## src/rts_regs.svh

```systemverilog
// Register offsets, field positions, reset values and timing constants
`ifndef RTS_REGS_SVH
`define RTS_REGS_SVH

// Register byte offsets on the APB
`define RTS_CFG_OFS 12'h000
`define RTS_STAT_OFS 12'h004
`define RTS_PCS_OFS 12'h008

// Configuration register fields and reset value
`define RTS_CFG_OSC_LO 0
`define RTS_CFG_DELAY_BIT 2
`define RTS_CFG_BROWNOUT_BIT 3
`define RTS_CFG_RST 4'hD

// Status register fields
`define RTS_STAT_EXPIRED_BIT 0
`define RTS_STAT_SLEEP_BIT 1
`define RTS_STAT_INRESET_BIT 2
`define RTS_STAT_STALL_BIT 3
`define RTS_STAT_CAUSE_LO 4

// Power control status fields
`define RTS_PCS_BROWNOUT_BIT 0
`define RTS_PCS_POWERON_BIT 1

// Timing
`define RTS_CORE_CLK_HZ 100000000
`define RTS_DELAY_TIME_MS 72
`define RTS_DELAY_OSC_KHZ 100
`define RTS_DELAY_TICKS (`RTS_DELAY_TIME_MS * `RTS_DELAY_OSC_KHZ)
`define RTS_STARTUP_CYCLES 1024
`define RTS_BROWNOUT_MIN_US 100
`define RTS_BROWNOUT_MIN_CYC \
  (`RTS_BROWNOUT_MIN_US * (`RTS_CORE_CLK_HZ / 1000000))
`define RTS_CLEAR_FILT_NS 200
`define RTS_CLEAR_FILT_CYC \
  ((`RTS_CLEAR_FILT_NS * (`RTS_CORE_CLK_HZ / 1000000) + 999) / 1000)

`endif

```

## src/rts_pkg.sv

```systemverilog
// Types shared by the reset sequencer modules
package rts_pkg;

  // Oscillator select codes
  typedef enum logic [1:0] {
    OSC_LOW_POWER = 2'h0,
    OSC_STANDARD = 2'h1,
    OSC_HIGH_SPEED = 2'h2,
    OSC_RES_CAP = 2'h3
  } rts_osc_t;

  // Recorded reset causes
  typedef enum logic [2:0] {
    CAUSE_POWER_ON,
    CAUSE_CLEAR_RUN,
    CAUSE_CLEAR_SLEEP,
    CAUSE_WATCHDOG,
    CAUSE_BROWNOUT
  } rts_cause_t;

  // Sequencer states
  typedef enum logic [2:0] {
    SEQ_START,
    SEQ_DELAY,
    SEQ_STARTUP,
    SEQ_BROWNOUT,
    SEQ_RUN,
    SEQ_WAKE
  } rts_seq_t;

endpackage : rts_pkg

```

## src/rts_count_if.sv

```systemverilog
// Control link between the sequencer and an edge counter
`timescale 1ns/1ns
interface rts_count_if;
  logic run;      // Count while high, clear while low
  logic done;     // Terminal count reached while running
  logic edgeSeen; // One-cycle pulse per rising input edge

  modport ctrl (output run, input done, input edgeSeen);
  modport cnt (input run, output done, output edgeSeen);
endinterface : rts_count_if

```

## src/rts_edge_counter.sv

```systemverilog
// Counter of synchronised rising edges of an outside oscillator pin
`timescale 1ns/1ns
module rts_edge_counter
  import rts_pkg::*;
#(
  parameter int TERM = 1024 // Edges to count before done
) (
  input wire logic core_clk,
  input wire logic rst_b,
  input wire logic oscPin,
  rts_count_if.cnt bus
);

  localparam int CW = $clog2(TERM + 1);

  logic [1:0] oscSync; // Two-stage synchroniser
  logic oscLast;       // Previous synchronised level
  logic [CW-1:0] count; // Edges seen in this run

  ////////////////////////////////////////////////////////////////////////
  // Synchronise the pin, then keep a copy for edge detection
  always_ff @(posedge core_clk or negedge rst_b) begin
    if (!rst_b) begin
      oscSync <= 2'h0;
    end else begin
      oscSync <= {oscSync[0], oscPin};
    end
  end

  // Delayed copy of the clean level
  always_ff @(posedge core_clk or negedge rst_b) begin
    if (!rst_b) begin
      oscLast <= 1'b0;
    end else begin
      oscLast <= oscSync[1];
    end
  end

  // Rising edge of either a crystal or an external clock source
  assign bus.edgeSeen = oscSync[1] & ~oscLast;

  ////////////////////////////////////////////////////////////////////////
  // Count edges while running; stop at the terminal count
  always_ff @(posedge core_clk or negedge rst_b) begin
    if (!rst_b) begin
      count <= '0;
    end else if (!bus.run) begin
      count <= '0;
    end else if (bus.edgeSeen && count != CW'(TERM)) begin
      count <= count + CW'(1);
    end
  end

  // Done only while the run request stands
  assign bus.done = bus.run && (count == CW'(TERM));

endmodule : rts_edge_counter

```

## src/rts_sequencer.sv

```systemverilog
// Reset and start-up sequencer with its APB register slave
`timescale 1ns/1ns
`include "rts_regs.svh"
module rts_sequencer
  import rts_pkg::*;
#(
  parameter int DELAY_TICKS = `RTS_DELAY_TICKS,
  parameter int STARTUP_CYCLES = `RTS_STARTUP_CYCLES,
  parameter int BROWNOUT_MIN_CYC = `RTS_BROWNOUT_MIN_CYC
) (
  input wire logic core_clk,
  input wire logic rst_b,
  input wire logic [11:0] paddr,
  input wire logic psel,
  input wire logic penable,
  input wire logic pwrite,
  input wire logic [31:0] pwdata,
  output logic [31:0] prdata,
  output logic pready,
  output logic pslverr,
  input wire logic masterClearPin_b,
  input wire logic oscillatorInputPin,
  input wire logic delayOscPin,
  input wire logic brownoutSupplyLow,
  input wire logic watchdogReset,
  input wire logic watchdogWake,
  input wire logic interruptWake,
  input wire logic coreSleeping,
  output logic coreReset_b,
  output logic coreStall,
  output logic oscillatorOutputPin,
  output logic oscillatorOutputEn,
  output rts_cause_t resetCause
);

  localparam int CLEAR_FILT = `RTS_CLEAR_FILT_CYC;
  localparam int FW = $clog2(CLEAR_FILT + 1);
  localparam int BW = $clog2(BROWNOUT_MIN_CYC + 1);

  ////////////////////////////////////////////////////////////////////////
  // Address match, used by decode, read and write paths
  function automatic logic regHit(
    input logic [11:0] addr,
    input logic [11:0] ofs
  );
    regHit = (addr == ofs);
  endfunction : regHit

  // Configuration and status storage
  logic [3:0] cfg;              // Oscillator, delay and brownout enables
  logic watchdogExpiredFlag;    // Cleared by watchdog events
  logic sleepEnteredFlag;       // Cleared by sleep related events
  logic brownoutStatus;         // Cleared by brownout reset
  logic powerOnStatus;          // Cleared by power-on only

  // Derived configuration
  rts_osc_t oscMode;            // Selected oscillator mode
  logic crystalMode;            // Any of the three crystal modes
  logic delayOn;                // Delay timer takes part
  logic brownoutEnableBit;      // Brownout detection enabled
  logic powerUpDelayEnableBit;  // Zero enables the delay timer

  // Pin synchronisers and filters
  logic [1:0] clearSync;        // Master clear pin synchroniser
  logic [1:0] lowSync;          // Supply-low detector synchroniser
  logic [FW-1:0] clearLowCnt;   // Cycles the pin has stayed low
  logic clearActive;            // Filtered master clear level
  logic clearEnter;             // Pulse as the filter trips
  logic [BW-1:0] lowCnt;        // Cycles the supply has stayed low
  logic brownoutActive;         // Brownout reset in force
  logic brownoutTrip;           // Pulse as brownout trips

  // Sequencer
  rts_seq_t state;              // Current step
  rts_seq_t next_state;         // Step for the next edge
  logic powerOnSeq;             // Sequence began at power-on
  logic inReset;                // Step that holds the core
  logic wakeEvent;              // Wake from sleep requested

  // Clock-out divider
  logic [1:0] divCnt;           // Oscillator edges modulo four

  // APB strobes
  logic apbSetup;               // Setup cycle of a transfer
  logic apbWrite;               // Write access phase
  logic apbMapped;              // Address hits a register
  logic [31:0] readMux;         // Read value of the addressed word

  // Edge counter links
  rts_count_if delayBus ();
  rts_count_if startBus ();

  ////////////////////////////////////////////////////////////////////////
  // Configuration decode
  assign oscMode = rts_osc_t'(cfg[`RTS_CFG_OSC_LO +: 2]);
  assign crystalMode = (oscMode != OSC_RES_CAP);
  assign powerUpDelayEnableBit = cfg[`RTS_CFG_DELAY_BIT];
  assign brownoutEnableBit = cfg[`RTS_CFG_BROWNOUT_BIT];
  // Delay runs if enabled, or always while brownout is on
  assign delayOn = ~powerUpDelayEnableBit | brownoutEnableBit;

  ////////////////////////////////////////////////////////////////////////
  // Master clear pin synchroniser, idle high
  always_ff @(posedge core_clk or negedge rst_b) begin
    if (!rst_b) begin
      clearSync <= 2'h3;
    end else begin
      clearSync <= {clearSync[0], masterClearPin_b};
    end
  end

  // Supply-low detector synchroniser
  always_ff @(posedge core_clk or negedge rst_b) begin
    if (!rst_b) begin
      lowSync <= 2'h0;
    end else begin
      lowSync <= {lowSync[0], brownoutSupplyLow};
    end
  end

  ////////////////////////////////////////////////////////////////////////
  // Master clear filter: pin must stay low for the filter time
  assign clearEnter = ~clearSync[1] & ~clearActive &
                      (clearLowCnt == FW'(CLEAR_FILT));

  always_ff @(posedge core_clk or negedge rst_b) begin
    if (!rst_b) begin
      clearLowCnt <= '0;
      clearActive <= 1'b0;
    end else if (clearSync[1]) begin
      // Release acts at once, no filtering
      clearLowCnt <= '0;
      clearActive <= 1'b0;
    end else if (clearLowCnt == FW'(CLEAR_FILT)) begin
      clearActive <= 1'b1;
    end else begin
      clearLowCnt <= clearLowCnt + FW'(1);
    end
  end

  ////////////////////////////////////////////////////////////////////////
  // Brownout detection: low longer than the minimum duration trips
  assign brownoutTrip = lowSync[1] & brownoutEnableBit & ~brownoutActive &
                        (lowCnt == BW'(BROWNOUT_MIN_CYC));

  always_ff @(posedge core_clk or negedge rst_b) begin
    if (!rst_b) begin
      lowCnt <= '0;
      brownoutActive <= 1'b0;
    end else if (!lowSync[1] || !brownoutEnableBit) begin
      // Supply recovered or detection off
      lowCnt <= '0;
      brownoutActive <= 1'b0;
    end else if (lowCnt == BW'(BROWNOUT_MIN_CYC)) begin
      brownoutActive <= 1'b1;
    end else begin
      lowCnt <= lowCnt + BW'(1);
    end
  end

  ////////////////////////////////////////////////////////////////////////
  // Delay timer on its own oscillator pin
  rts_edge_counter #(
    .TERM(DELAY_TICKS)
  ) delayTimer (
    .core_clk(core_clk),
    .rst_b(rst_b),
    .oscPin(delayOscPin),
    .bus(delayBus.cnt)
  );

  // Startup counter on the main oscillator input
  rts_edge_counter #(
    .TERM(STARTUP_CYCLES)
  ) startupCounter (
    .core_clk(core_clk),
    .rst_b(rst_b),
    .oscPin(oscillatorInputPin),
    .bus(startBus.cnt)
  );

  // Run requests follow the sequencer step
  assign delayBus.run = (state == SEQ_DELAY);
  assign startBus.run = (state == SEQ_STARTUP) || (state == SEQ_WAKE);

  assign wakeEvent = watchdogWake | interruptWake;

  ////////////////////////////////////////////////////////////////////////
  // Sequencer next step
  always_comb begin
    next_state = state;
    case (state)
      SEQ_START: begin
        if (brownoutActive) begin
          next_state = SEQ_BROWNOUT;
        end else if (delayOn) begin
          next_state = SEQ_DELAY;
        end else if (crystalMode) begin
          next_state = SEQ_STARTUP;
        end else begin
          next_state = SEQ_RUN;
        end
      end
      SEQ_DELAY: begin
        if (brownoutActive) begin
          next_state = SEQ_BROWNOUT;
        end else if (delayBus.done) begin
          // Startup count only after a power-on in crystal modes
          if (powerOnSeq && crystalMode) begin
            next_state = SEQ_STARTUP;
          end else begin
            next_state = SEQ_RUN;
          end
        end
      end
      SEQ_STARTUP: begin
        if (brownoutActive) begin
          next_state = SEQ_BROWNOUT;
        end else if (startBus.done) begin
          next_state = SEQ_RUN;
        end
      end
      SEQ_BROWNOUT: begin
        // Recovery always passes through a cleared delay
        if (!brownoutActive) begin
          next_state = SEQ_DELAY;
        end
      end
      SEQ_RUN: begin
        if (brownoutActive) begin
          next_state = SEQ_BROWNOUT;
        end else if (wakeEvent && crystalMode) begin
          next_state = SEQ_WAKE;
        end
      end
      SEQ_WAKE: begin
        if (brownoutActive) begin
          next_state = SEQ_BROWNOUT;
        end else if (startBus.done) begin
          next_state = SEQ_RUN;
        end
      end
      default: begin
        next_state = SEQ_START;
      end
    endcase
  end

  // Sequencer step register
  always_ff @(posedge core_clk or negedge rst_b) begin
    if (!rst_b) begin
      state <= SEQ_START;
    end else begin
      state <= next_state;
    end
  end

  // Power-on origin; lost once a brownout takes over
  always_ff @(posedge core_clk or negedge rst_b) begin
    if (!rst_b) begin
      powerOnSeq <= 1'b1;
    end else if (state == SEQ_BROWNOUT) begin
      powerOnSeq <= 1'b0;
    end
  end

  ////////////////////////////////////////////////////////////////////////
  // Core reset and stall outputs
  assign inReset = (state == SEQ_START) || (state == SEQ_DELAY) ||
                   (state == SEQ_STARTUP) || (state == SEQ_BROWNOUT);

  // Watchdog reset acts on the core only, the pin is never driven
  always_ff @(posedge core_clk or negedge rst_b) begin
    if (!rst_b) begin
      coreReset_b <= 1'b0;
    end else begin
      coreReset_b <= ~(clearActive | watchdogReset |
                       brownoutActive | inReset);
    end
  end

  // Core clock stalled during the wake startup count
  always_ff @(posedge core_clk or negedge rst_b) begin
    if (!rst_b) begin
      coreStall <= 1'b0;
    end else begin
      coreStall <= (next_state == SEQ_WAKE);
    end
  end

  ////////////////////////////////////////////////////////////////////////
  // Reset cause record; brownout outranks master clear and watchdog
  always_ff @(posedge core_clk or negedge rst_b) begin
    if (!rst_b) begin
      resetCause <= CAUSE_POWER_ON;
    end else if (brownoutTrip) begin
      resetCause <= CAUSE_BROWNOUT;
    end else if (clearEnter) begin
      resetCause <= coreSleeping ? CAUSE_CLEAR_SLEEP : CAUSE_CLEAR_RUN;
    end else if (watchdogReset) begin
      resetCause <= CAUSE_WATCHDOG;
    end
  end

  // Watchdog expired flag
  always_ff @(posedge core_clk or negedge rst_b) begin
    if (!rst_b) begin
      watchdogExpiredFlag <= 1'b1;
    end else if (watchdogReset || watchdogWake) begin
      watchdogExpiredFlag <= 1'b0;
    end
  end

  // Sleep entered flag
  always_ff @(posedge core_clk or negedge rst_b) begin
    if (!rst_b) begin
      sleepEnteredFlag <= 1'b1;
    end else if (watchdogWake || interruptWake ||
                 (clearEnter && coreSleeping)) begin
      sleepEnteredFlag <= 1'b0;
    end
  end

  // Power-on status: cleared only by power-on, software sets it
  always_ff @(posedge core_clk or negedge rst_b) begin
    if (!rst_b) begin
      powerOnStatus <= 1'b0;
    end else if (apbWrite && regHit(paddr, `RTS_PCS_OFS) &&
                 pwdata[`RTS_PCS_POWERON_BIT]) begin
      powerOnStatus <= 1'b1;
    end
  end

  // Brownout status: a trip wins over a software set
  always_ff @(posedge core_clk or negedge rst_b) begin
    if (!rst_b) begin
      brownoutStatus <= 1'b0;
    end else if (brownoutTrip) begin
      brownoutStatus <= 1'b0;
    end else if (apbWrite && regHit(paddr, `RTS_PCS_OFS) &&
                 pwdata[`RTS_PCS_BROWNOUT_BIT]) begin
      brownoutStatus <= 1'b1;
    end
  end

  ////////////////////////////////////////////////////////////////////////
  // Clock-out divider on main oscillator edges
  always_ff @(posedge core_clk or negedge rst_b) begin
    if (!rst_b) begin
      divCnt <= 2'h0;
    end else if (startBus.edgeSeen) begin
      divCnt <= divCnt + 2'h1;
    end
  end

  // Registered divided clock
  always_ff @(posedge core_clk or negedge rst_b) begin
    if (!rst_b) begin
      oscillatorOutputPin <= 1'b0;
    end else begin
      oscillatorOutputPin <= divCnt[1];
    end
  end

  // Pin driven only in resistor-capacitor mode
  assign oscillatorOutputEn = (oscMode == OSC_RES_CAP);

  ////////////////////////////////////////////////////////////////////////
  // APB slave: no wait states, error on unmapped words
  assign apbSetup = psel & ~penable;
  assign apbWrite = psel & penable & pwrite;
  assign apbMapped = regHit(paddr, `RTS_CFG_OFS) ||
                     regHit(paddr, `RTS_STAT_OFS) ||
                     regHit(paddr, `RTS_PCS_OFS);
  assign pready = 1'b1;
  assign pslverr = psel & penable & ~apbMapped;

  // Read value of the addressed register
  always_comb begin
    readMux = 32'h0;
    if (regHit(paddr, `RTS_CFG_OFS)) begin
      readMux[3:0] = cfg;
    end else if (regHit(paddr, `RTS_STAT_OFS)) begin
      readMux[`RTS_STAT_EXPIRED_BIT] = watchdogExpiredFlag;
      readMux[`RTS_STAT_SLEEP_BIT] = sleepEnteredFlag;
      readMux[`RTS_STAT_INRESET_BIT] = ~coreReset_b;
      readMux[`RTS_STAT_STALL_BIT] = coreStall;
      readMux[`RTS_STAT_CAUSE_LO +: 3] = resetCause;
    end else if (regHit(paddr, `RTS_PCS_OFS)) begin
      readMux[`RTS_PCS_BROWNOUT_BIT] = brownoutStatus;
      readMux[`RTS_PCS_POWERON_BIT] = powerOnStatus;
    end
  end

  // Read data captured in the setup cycle
  always_ff @(posedge core_clk or negedge rst_b) begin
    if (!rst_b) begin
      prdata <= 32'h0;
    end else if (apbSetup && !pwrite) begin
      prdata <= readMux;
    end
  end

  // Configuration write takes effect at the access edge
  always_ff @(posedge core_clk or negedge rst_b) begin
    if (!rst_b) begin
      cfg <= `RTS_CFG_RST;
    end else if (apbWrite && regHit(paddr, `RTS_CFG_OFS)) begin
      cfg <= pwdata[3:0];
    end
  end

endmodule : rts_sequencer

```

## config.mk

```make
export PLATFORM = sky130hd
export DESIGN_NAME = rts_sequencer
export DESIGN_NICKNAME = d
export VERILOG_FILES = /design/src/rts_pkg.sv /design/src/rts_count_if.sv /design/src/rts_edge_counter.sv /design/src/rts_sequencer.sv
export VERILOG_INCLUDE_DIRS = /design/src
export SDC_FILE = /design/constraint.sdc
export NUM_CORES = 1
export LEC_CHECK = 0
export ABC_AREA = 1
export BUFFER_PORTS_ARGS = -buffer_cell sky130_fd_sc_hd__buf_2
export CAP_MARGIN = 20
export CORE_MARGIN = 2
export CORE_UTILIZATION = 39
export DETAILED_ROUTE_END_ITERATION = 6
export GPL_ROUTABILITY_DRIVEN = 0
export SYNTH_ARGS = -nofsm -noshare
export SYNTH_HDL_FRONTEND = slang
export SYNTH_SLANG_ARGS = --single-unit
```

## constraint.sdc

```tcl
create_clock -name core_clk -period 1.8 [get_ports core_clk]
set_clock_uncertainty 0.15 [all_clocks]
set_input_delay 0.45 -clock core_clk [delete_from_list [all_inputs] [get_ports core_clk]]
set_output_delay 0.45 -clock core_clk [all_outputs]
set_load 0.005 [all_outputs]
```

# After elaboration in Yosys (flattened, before gate mapping)
# Index checks and enable logic that the tools add are counted.
# totals
word_cells,143
regBits,82
out_inout_bits,41
in_bits,57
# classes
mux,35
n_addsub,5
eq_ne,20
n_reduce_logical,32
n_bitwise,26
# op_table
cell,count
$mux W3,15
$mux W14,2
$mux W13,2
$mux W11,2
$mux W5,3
$pmux W3 S5,1
$add A14 B1 Y14 const B,1
$eq A14 B14 Y1 const B,1
$add A13 B1 Y13 const B,1
$eq A13 B13 Y1 const B,1
$ne A13 B13 Y1 const B,1
$eq A12 B3 Y1 const B,1
$eq A12 B4 Y1 const B,1
$logic_and A1 B1 Y1,12
$logic_not A12 Y1,1
$add A11 B1 Y11 const B,1
$and A1 B1 Y1,11
$eq A11 B11 Y1 const B,1
$ne A11 B11 Y1 const B,1
$logic_or A1 B1 Y1,10
$not A1 Y1,10
$eq A3 B3 Y1 const B,3
$ne A2 B2 Y1 const B,4
$eq A3 B2 Y1 const B,2
15 further kinds,30

# Longest topological paths before layout
# Gate-level depths: netlist of run 1.
# logic_depth
ltp_word,7
mapped_depth,11
depth_no_buf,11

# Modules after synthesis
# A second synthesis of run 1 with hierarchy kept.
# unflattened
cells_unflattened,622
area_unflattened_um2,4942.2
# by_module_without_submodules
module,instances,cells_per_inst,area_per_inst_um2,seq_area_each_um2
rts_sequencer,1,373,2952.8,1311.3
rts_edge_counter (delayTimer),1,140,1059.8,400.4
rts_edge_counter (startupCounter),1,109,929.6,350.3

# Worst setup path after synthesis of run 1
# OpenSTA, ideal clock, no wires.
# synth_path
path_kind,input to output
startpoint,in paddr[1]
endpoint,out pslverr
slack_ns,0.056
cell_stages,5
path_buffers,0
required_ns,1.200
arrival_time_ns,1.144
path_cell_list,nor2_1 -> nor3b_2 -> nand2_2 -> nand3_1 -> nor2_1
# synth_via
elab_chain_cells,5
word_cells_on_any_way,7
classes_between,2 x eq/ne; 2 x bitwise; 3 x reduce/logical
# synth_lines
item,line_no,rtl
"start, declared",rts_sequencer.sv:13,"input wire logic [11:0] paddr,"
$eq A12 B3 Y1 / $logic_not A12 Y1 (equally long branches),rts_sequencer.sv:46,regHit = (addr == ofs);
$logic_or A1 B1 Y1,rts_sequencer.sv:372,"assign apbMapped = regHit(paddr, `RTS_CFG_OFS) ||"
$logic_or A1 B1 Y1 (*),rts_sequencer.sv:372,
$not A1 Y1 (*),rts_sequencer.sv:376,assign pslverr = psel & penable & ~apbMapped;
$and A1 B1 Y1 (*),rts_sequencer.sv:376,
"end, declared",rts_sequencer.sv:20,"output logic pslverr,"
# Every way passes the cells marked *; elsewhere a longest branch is shown, timed or not.

# Final worst setup path of run 1
# layout_path
startpoint,in paddr[5]
endpoint,out pslverr
# Same word-level chain as after synthesis.

==> results.ini, run 1 <==
[setup_path]
end_kind=output port
r2r-end=startupCounter.count[2]$_DFFE_PN0P_
cp.required_ns=1.20
path_max_fanout=3
path_class=in -> out
start_kind=input port
r2r_start=startupCounter.count[1]$_DFFE_PN0P_
arrival_ns=1.24
r2r_cells=11
r2r_setup_slack_ns=0.08

[job]
cap_violations=0

[timing]
slew_viol_final=0
rsz0062_at_grt=yes
fmax_mhz=544
setup_tns_ns=-0.0386
setup_slack_ns=-0.0386
finalHoldViolations=0
setup_viol=1
post-route-period-util=1.02
layout_min_cycle_time_ns=1.84

[place]
port_buffers=43
dpl.hpwl_um=7560
dp_cells=811

[synthesis]
synth_edf_count=0
synthFlopType=dfrtp_1
ys_async_sr_fraction=1.00
syn-cell-area_um2=4630
yosysUniqueCellTypes=37
synth-seq-cells=82
avgSynthCellArea_um2=7.70
ys.warnings.count=0
syn_inst=601
ys_seq_area_frac=0.445

[worst_hold_path]
min_from=delayOscPin
hold_path.class=in -> reg
min_path_cells=1
min_to=delayTimer.oscSync[0]$_DFF_PN0_

[run_status]
violations=DRC, setup timing
status=finished with violations

[die]
die-height_um=113
die_area_um2=12800
ios=98
initial_core_util=0.402
core_um2=11500
die_x_um=113
fp-row-count=39

[cts]
clk_pin_slew_ns=0.06
clk_path_buf_depth=2
cts_inserted_buffers=9
clkSinkCount=82
clk_latency_ns=0.35
root_buffer=clkbuf_16
cts_tree=done
htree_levels=3

[layout]
final_nets=754
most-common-layout-cells=nand2_1 (133), dfrtp_1 (74), inv_1 (72)
antenna_cells=0
instances_no_fill=837
final_common_cell=nand2_1
area_delta_synth_final_pct=22.7
drive_above_1_share=0.232

[drt]
drt_iter0_markers=173
ant_nets=0
viasPerCell=4.89
drtPass1Iterations=7
via_count=4095
wl_per_cell_um=12.5
routed_wl_um=10400
drt_drc_violations_left=12

[grt]
grt_util_all_layers=0.169
grt_pass1_wl_um=17600
antenna_found_initial=0
grt_max_degree=34
grt_overflow_total=0
grt_pass1_vias=3890

[power]
power.density_nw_per_um2=767
leakage_uw=0.00281
ir_drop_mv=0.364

metal layers:
layer | up-vias | part of all wire | routed length, um | track usage
met5 | - | 0 | 0 | 0
met4 | 0 | 0.021 | 220 | 0.0805
met3 | 14 | 0.044 | 461 | 0.0220
met2 | 116 | 0.48 | 4980 | 0.278
met1 | 1907 | 0.46 | 4780 | 0.221
li1 | 2058 | - | - | -
registers in the layout, summed over array words and instances, names as in the netlist, 3 cells and up:
signal	cells
lowCnt	14
delayTimer.count	13
startupCounter.count	11
prdata	7
clearLowCnt	5
cfg	4
resetCause	3
state	3
cells in the mapped netlist (3+ instances only):
cell type | n | area share
nand2_1 | 140 | 0.11
inv_1 | 76 | 0.062
nor2_1 | 75 | 0.061
dfrtp_1 | 74 | 0.40
nand3_1 | 52 | 0.056
o21ai_0 | 35 | 0.038
buf_4 | 26 | 0.042
nand4_1 | 23 | 0.031
nor3_1 | 14 | 0.015
a21oi_1 | 12 | 0.013
xor2_1 | 10 | 0.019
dfstp_2 | 8 | 0.045
ha_1 | 8 | 0.022
nand3_2 | 5 | 0.011
nor2_2 | 5 | 0.0068
nor3_2 | 4 | 0.0086
buf_2 | 3 | 0.0032
inv_2 | 3 | 0.0024
o21ai_2 | 3 | 0.0057
worst max path at each step:
stage          startpoint       to  slack, ns  cells after the start
2_1_floorplan    paddr[1]  pslverr       0.06                      5
3_3_place_gp     paddr[7]  pslverr      -0.09                      8
3_5_place_dp     paddr[7]  pslverr      -0.11                      8
4_1_cts          paddr[7]  pslverr      -0.03                      8
5_1_grt          paddr[5]  pslverr      -0.11                      8
6_report         paddr[5]  pslverr      -0.04                      8
per-stage QoR:
stage	total power (uW)	util	instance area (um2)	setup slack [ns]	hold slack [ns]
after floorplan	2410	-	4720	0.0556	0.00441
after global placement	2580	0.447	5140	-0.0895	0.182
after detailed placement	2590	0.447	5140	-0.106	0.185
after CTS	4370	0.479	5520	-0.0326	0.0461
after global routing	4560	0.493	5680	-0.114	0.0568
final	4360	0.493	5680	-0.0386	0.0549
where the power goes:
part | leakage [uW] | switching (uW) | internal, uW | total, uW
Combinational | 0.00160 | 332 | 242 | 575
Sequential | 0.00107 | 91.7 | 1950 | 2050
Clock | 0.000137 | 790 | 945 | 1740
cells by family (layout without fill, tap and decap cells):
family          after synthesis  count (layout)  share of synthesized area
simple gates                329             330                      0.326
buf+inv                     110             178                      0.114
flops                        82              82                      0.445
compound gates               58              58                     0.0686
xor+xnor                     12              12                     0.0227
fa+ha+maj                     8               8                     0.0216
other cells                   2              26                    0.00162
layout make-up:
cell class | count | area, um2
well taps | 143 | 179
flip-flops and latches | 82 | 2060
multi-input cells | 434 | 2280
clock buffers | 9 | 225
repair buffers | 83 | 574
clock inverters | 7 | 55.1
inverters | 79 | 302
fillers | 1110 | 5840
critical path, stage by stage:
cell     delay (ns)
buf_2          0.12
nor2_4         0.10
nand2_4        0.08
nor2_4         0.15
nand3_2        0.10
nand3_2        0.10
nor2_2         0.03
buf_2          0.11
timing repair:
item / in CTS / in global routing
gates cloned: 0 / 1
setup endpoints to repair: 2 / 29
pin swaps: 6 / 14
buffers inserted: 4 / 4
hold buffers: 1 / 0
endpoints found under the hold margin: 17 / 0
gates resized for setup: 16 / 33
Power figures use the tool's default switching activity.
==> run 2: changes to the inputs <==
Settings changed: SKIP_CTS_REPAIR_TIMING set to 1.
==> run 2 against run 1 <==
Compared with the run above:
- the flow still finishes with violations (DRC, setup timing)
- sequential power about the same
- setup slack worse by 0.0088 ns
- combinational power down 1%
- critical path depth unchanged
- design area down 0.37%
- largest cell class unchanged
- cell count down 0.24%
==> results.ini, run 2 (synthesis gave the netlist of run 1 again) <==
[setup_path]
critPathCapture=pslverr
r2r_start=startupCounter.count[0]$_DFFE_PN0P_
path_max_fanout=3  ; unchanged
cp.depth=8  ; unchanged
slowest_delay_ns=0.16  ; about the same
r2r-end=startupCounter.count[8]$_DFFE_PN0P_
cp_slowest_cell=nor2_4
r2r_cells=9  ; -2
path_class=in -> out
arrival_ns=1.25  ; about the same
cp.required_ns=1.20  ; about the same
end_kind=output port
r2r_setup_slack_ns=0.09  ; about the same
start_kind=input port
path_cells=buf_6 > nor2_4 > nand3_4 > nor2_4 > nand3_2 > nand3_2 > nor2_2 > buf_2
critical_path.top_delay_family=simple AND/OR/NAND/NOR gates
critPathBufInv=2  ; unchanged
crit_start=paddr[10]

[layout]
finish.utilization=0.491  ; -0.00185
finalInstanceArea_um2=5660  ; -0.37%
largest_reg_flops=14  ; unchanged
top_regs=lowCnt x14, delayTimer.count x13, startupCounter.count x11
final_common_cell=nand2_1
antenna_cells=0  ; unchanged
most-common-layout-cells=nand2_1 (133), dfrtp_1 (74), inv_1 (71)
drive_above_1_share=0.233  ; +0.000670
top_register=lowCnt
area_delta_synth_final_pct=22.2
final_nets=752  ; -0.27%

[grt]
grt_pass1_vias=3858  ; -0.82%
grt_pass1_wl_um=17500  ; -0.82%
grt_util_all_layers=0.167  ; -0.00160
grt_max_degree=34  ; unchanged
antenna_found_initial=0  ; unchanged
grt_overflow_total=0  ; unchanged

[drt]
via_count=4080  ; -0.37%
wl_per_cell_um=12.5  ; +0.38%
drt_drc_violations_left=12  ; unchanged
ant_nets=0  ; unchanged
drtPass1Iterations=7  ; unchanged
viasPerCell=4.89  ; -0.13%
routed_wl_um=10500  ; +0.14%
drt_iter0_markers=196  ; +13%

[worst_hold_path]
hold_path.class=in -> reg
min_from=delayOscPin

[place]
port_buffers=43  ; unchanged
dpl.hpwl_um=7560  ; unchanged
placedInstanceArea_um2=5140  ; unchanged

[die]
ios=98  ; unchanged
initial_core_util=0.402  ; unchanged
fp-row-count=39  ; unchanged
die_x_um=113  ; unchanged
core_um2=11500  ; unchanged
die-height_um=113  ; unchanged
die_area_um2=12800  ; unchanged

[cts]
clkSinkCount=82  ; unchanged
root_buffer=clkbuf_16
cts_inserted_buffers=9  ; unchanged
clk_pin_slew_ns=0.06  ; about the same
htree_levels=3  ; unchanged
clk_path_buf_depth=2  ; unchanged
cts_tree=done
clk_latency_ns=0.35  ; about the same

[power]
power.density_nw_per_um2=769  ; +0.26%
leakage_uw=0.00278  ; -0.75%
ir_drop_mv=0.364  ; about the same

[timing]
layout_min_cycle_time_ns=1.85  ; +0.00884 ns
setup_viol=1  ; unchanged
slew_viol_final=0  ; unchanged
fmax_mhz=541  ; -0.48%
rsz0062_at_grt=yes
post-route-period-util=1.03  ; +0.00491
setup_slack_ns=-0.0475  ; -0.00884 ns
finalHoldViolations=0  ; unchanged

[run_status]
status=finished with violations
violations=DRC, setup timing

[job]
cap_violations=0  ; unchanged

run 2: worst reg2reg max path: stages (launching register included):
cell,delay [ns]
dfrtp_1,0.36
buf_4,0.11
buf_4,0.11
ha_1,0.18
nand3_1,0.11
nor3_1,0.23
xor2_1,0.17
nor2_1,0.05
nand2_1,0.05
o21ai_0,0.07
run 2: report_power, final:
part	internal (uW)	total, uW	leakage (uW)	switching [uW]
Clock	945	1740	0.000137	791
Combinational	238	568	0.00158	330
Sequential	1950	2050	0.00107	91.8
Total	3140	4350	0.00278	1210
run 2: final cells by class:
cell class | instances | area, um2
timing repair buffer | 81 | 553
inverter | 79 | 302
multi-input combinational | 434 | 2280
clock inverter | 7 | 55.1
clock buffer | 9 | 225
fill | 1103 | 5860
tap | 143 | 179
sequential | 82 | 2060
run 2: stage by stage:
step           hold slack (ns)  setup WS (ns)  std cells  TNS [ns]  power (uW)
2_1_floorplan          0.00441         0.0556        625         0        2410
5_1_grt                 0.0568         -0.125        835    -0.134        4560
3_5_place_dp             0.185         -0.106        811    -0.116        2590
4_1_cts                 -0.152         -0.121        827    -0.189        4360
3_3_place_gp             0.182        -0.0895        811   -0.0895        2580
6_report                0.0548        -0.0475        835   -0.0475        4350
run 2: how the worst min path moves through the flow:
| stage | endpoint | slack, ns | cells past startpoint |
|---|---|---|---|
| 2_1_floorplan | brownoutActive$_DFFE_PN0P_ | 0.004 | 0 |
| 3_3_place_gp | startupCounter.oscSync[1]$_DFF_PN0_ | 0.18 | 0 |
| 3_5_place_dp | startupCounter.oscSync[1]$_DFF_PN0_ | 0.18 | 0 |
| 4_1_cts | clearActive$_DFFE_PN0P_ | -0.15 | 1 |
| 5_1_grt | clearSync[0]$_DFF_PN1_ | 0.06 | 1 |
| 6_report | delayTimer.oscSync[0]$_DFF_PN0_ | 0.05 | 1 |
run 2: per-layer routing:
metal | vias up | part of all wire | track usage | wire length (um)
met5 | - | 0 | 0 | 0
met4 | 0 | 0.020 | 0.0805 | 212
met3 | 13 | 0.040 | 0.0220 | 414
met2 | 98 | 0.48 | 0.273 | 4980
met1 | 1912 | 0.46 | 0.221 | 4860
li1 | 2057 | - | - | -
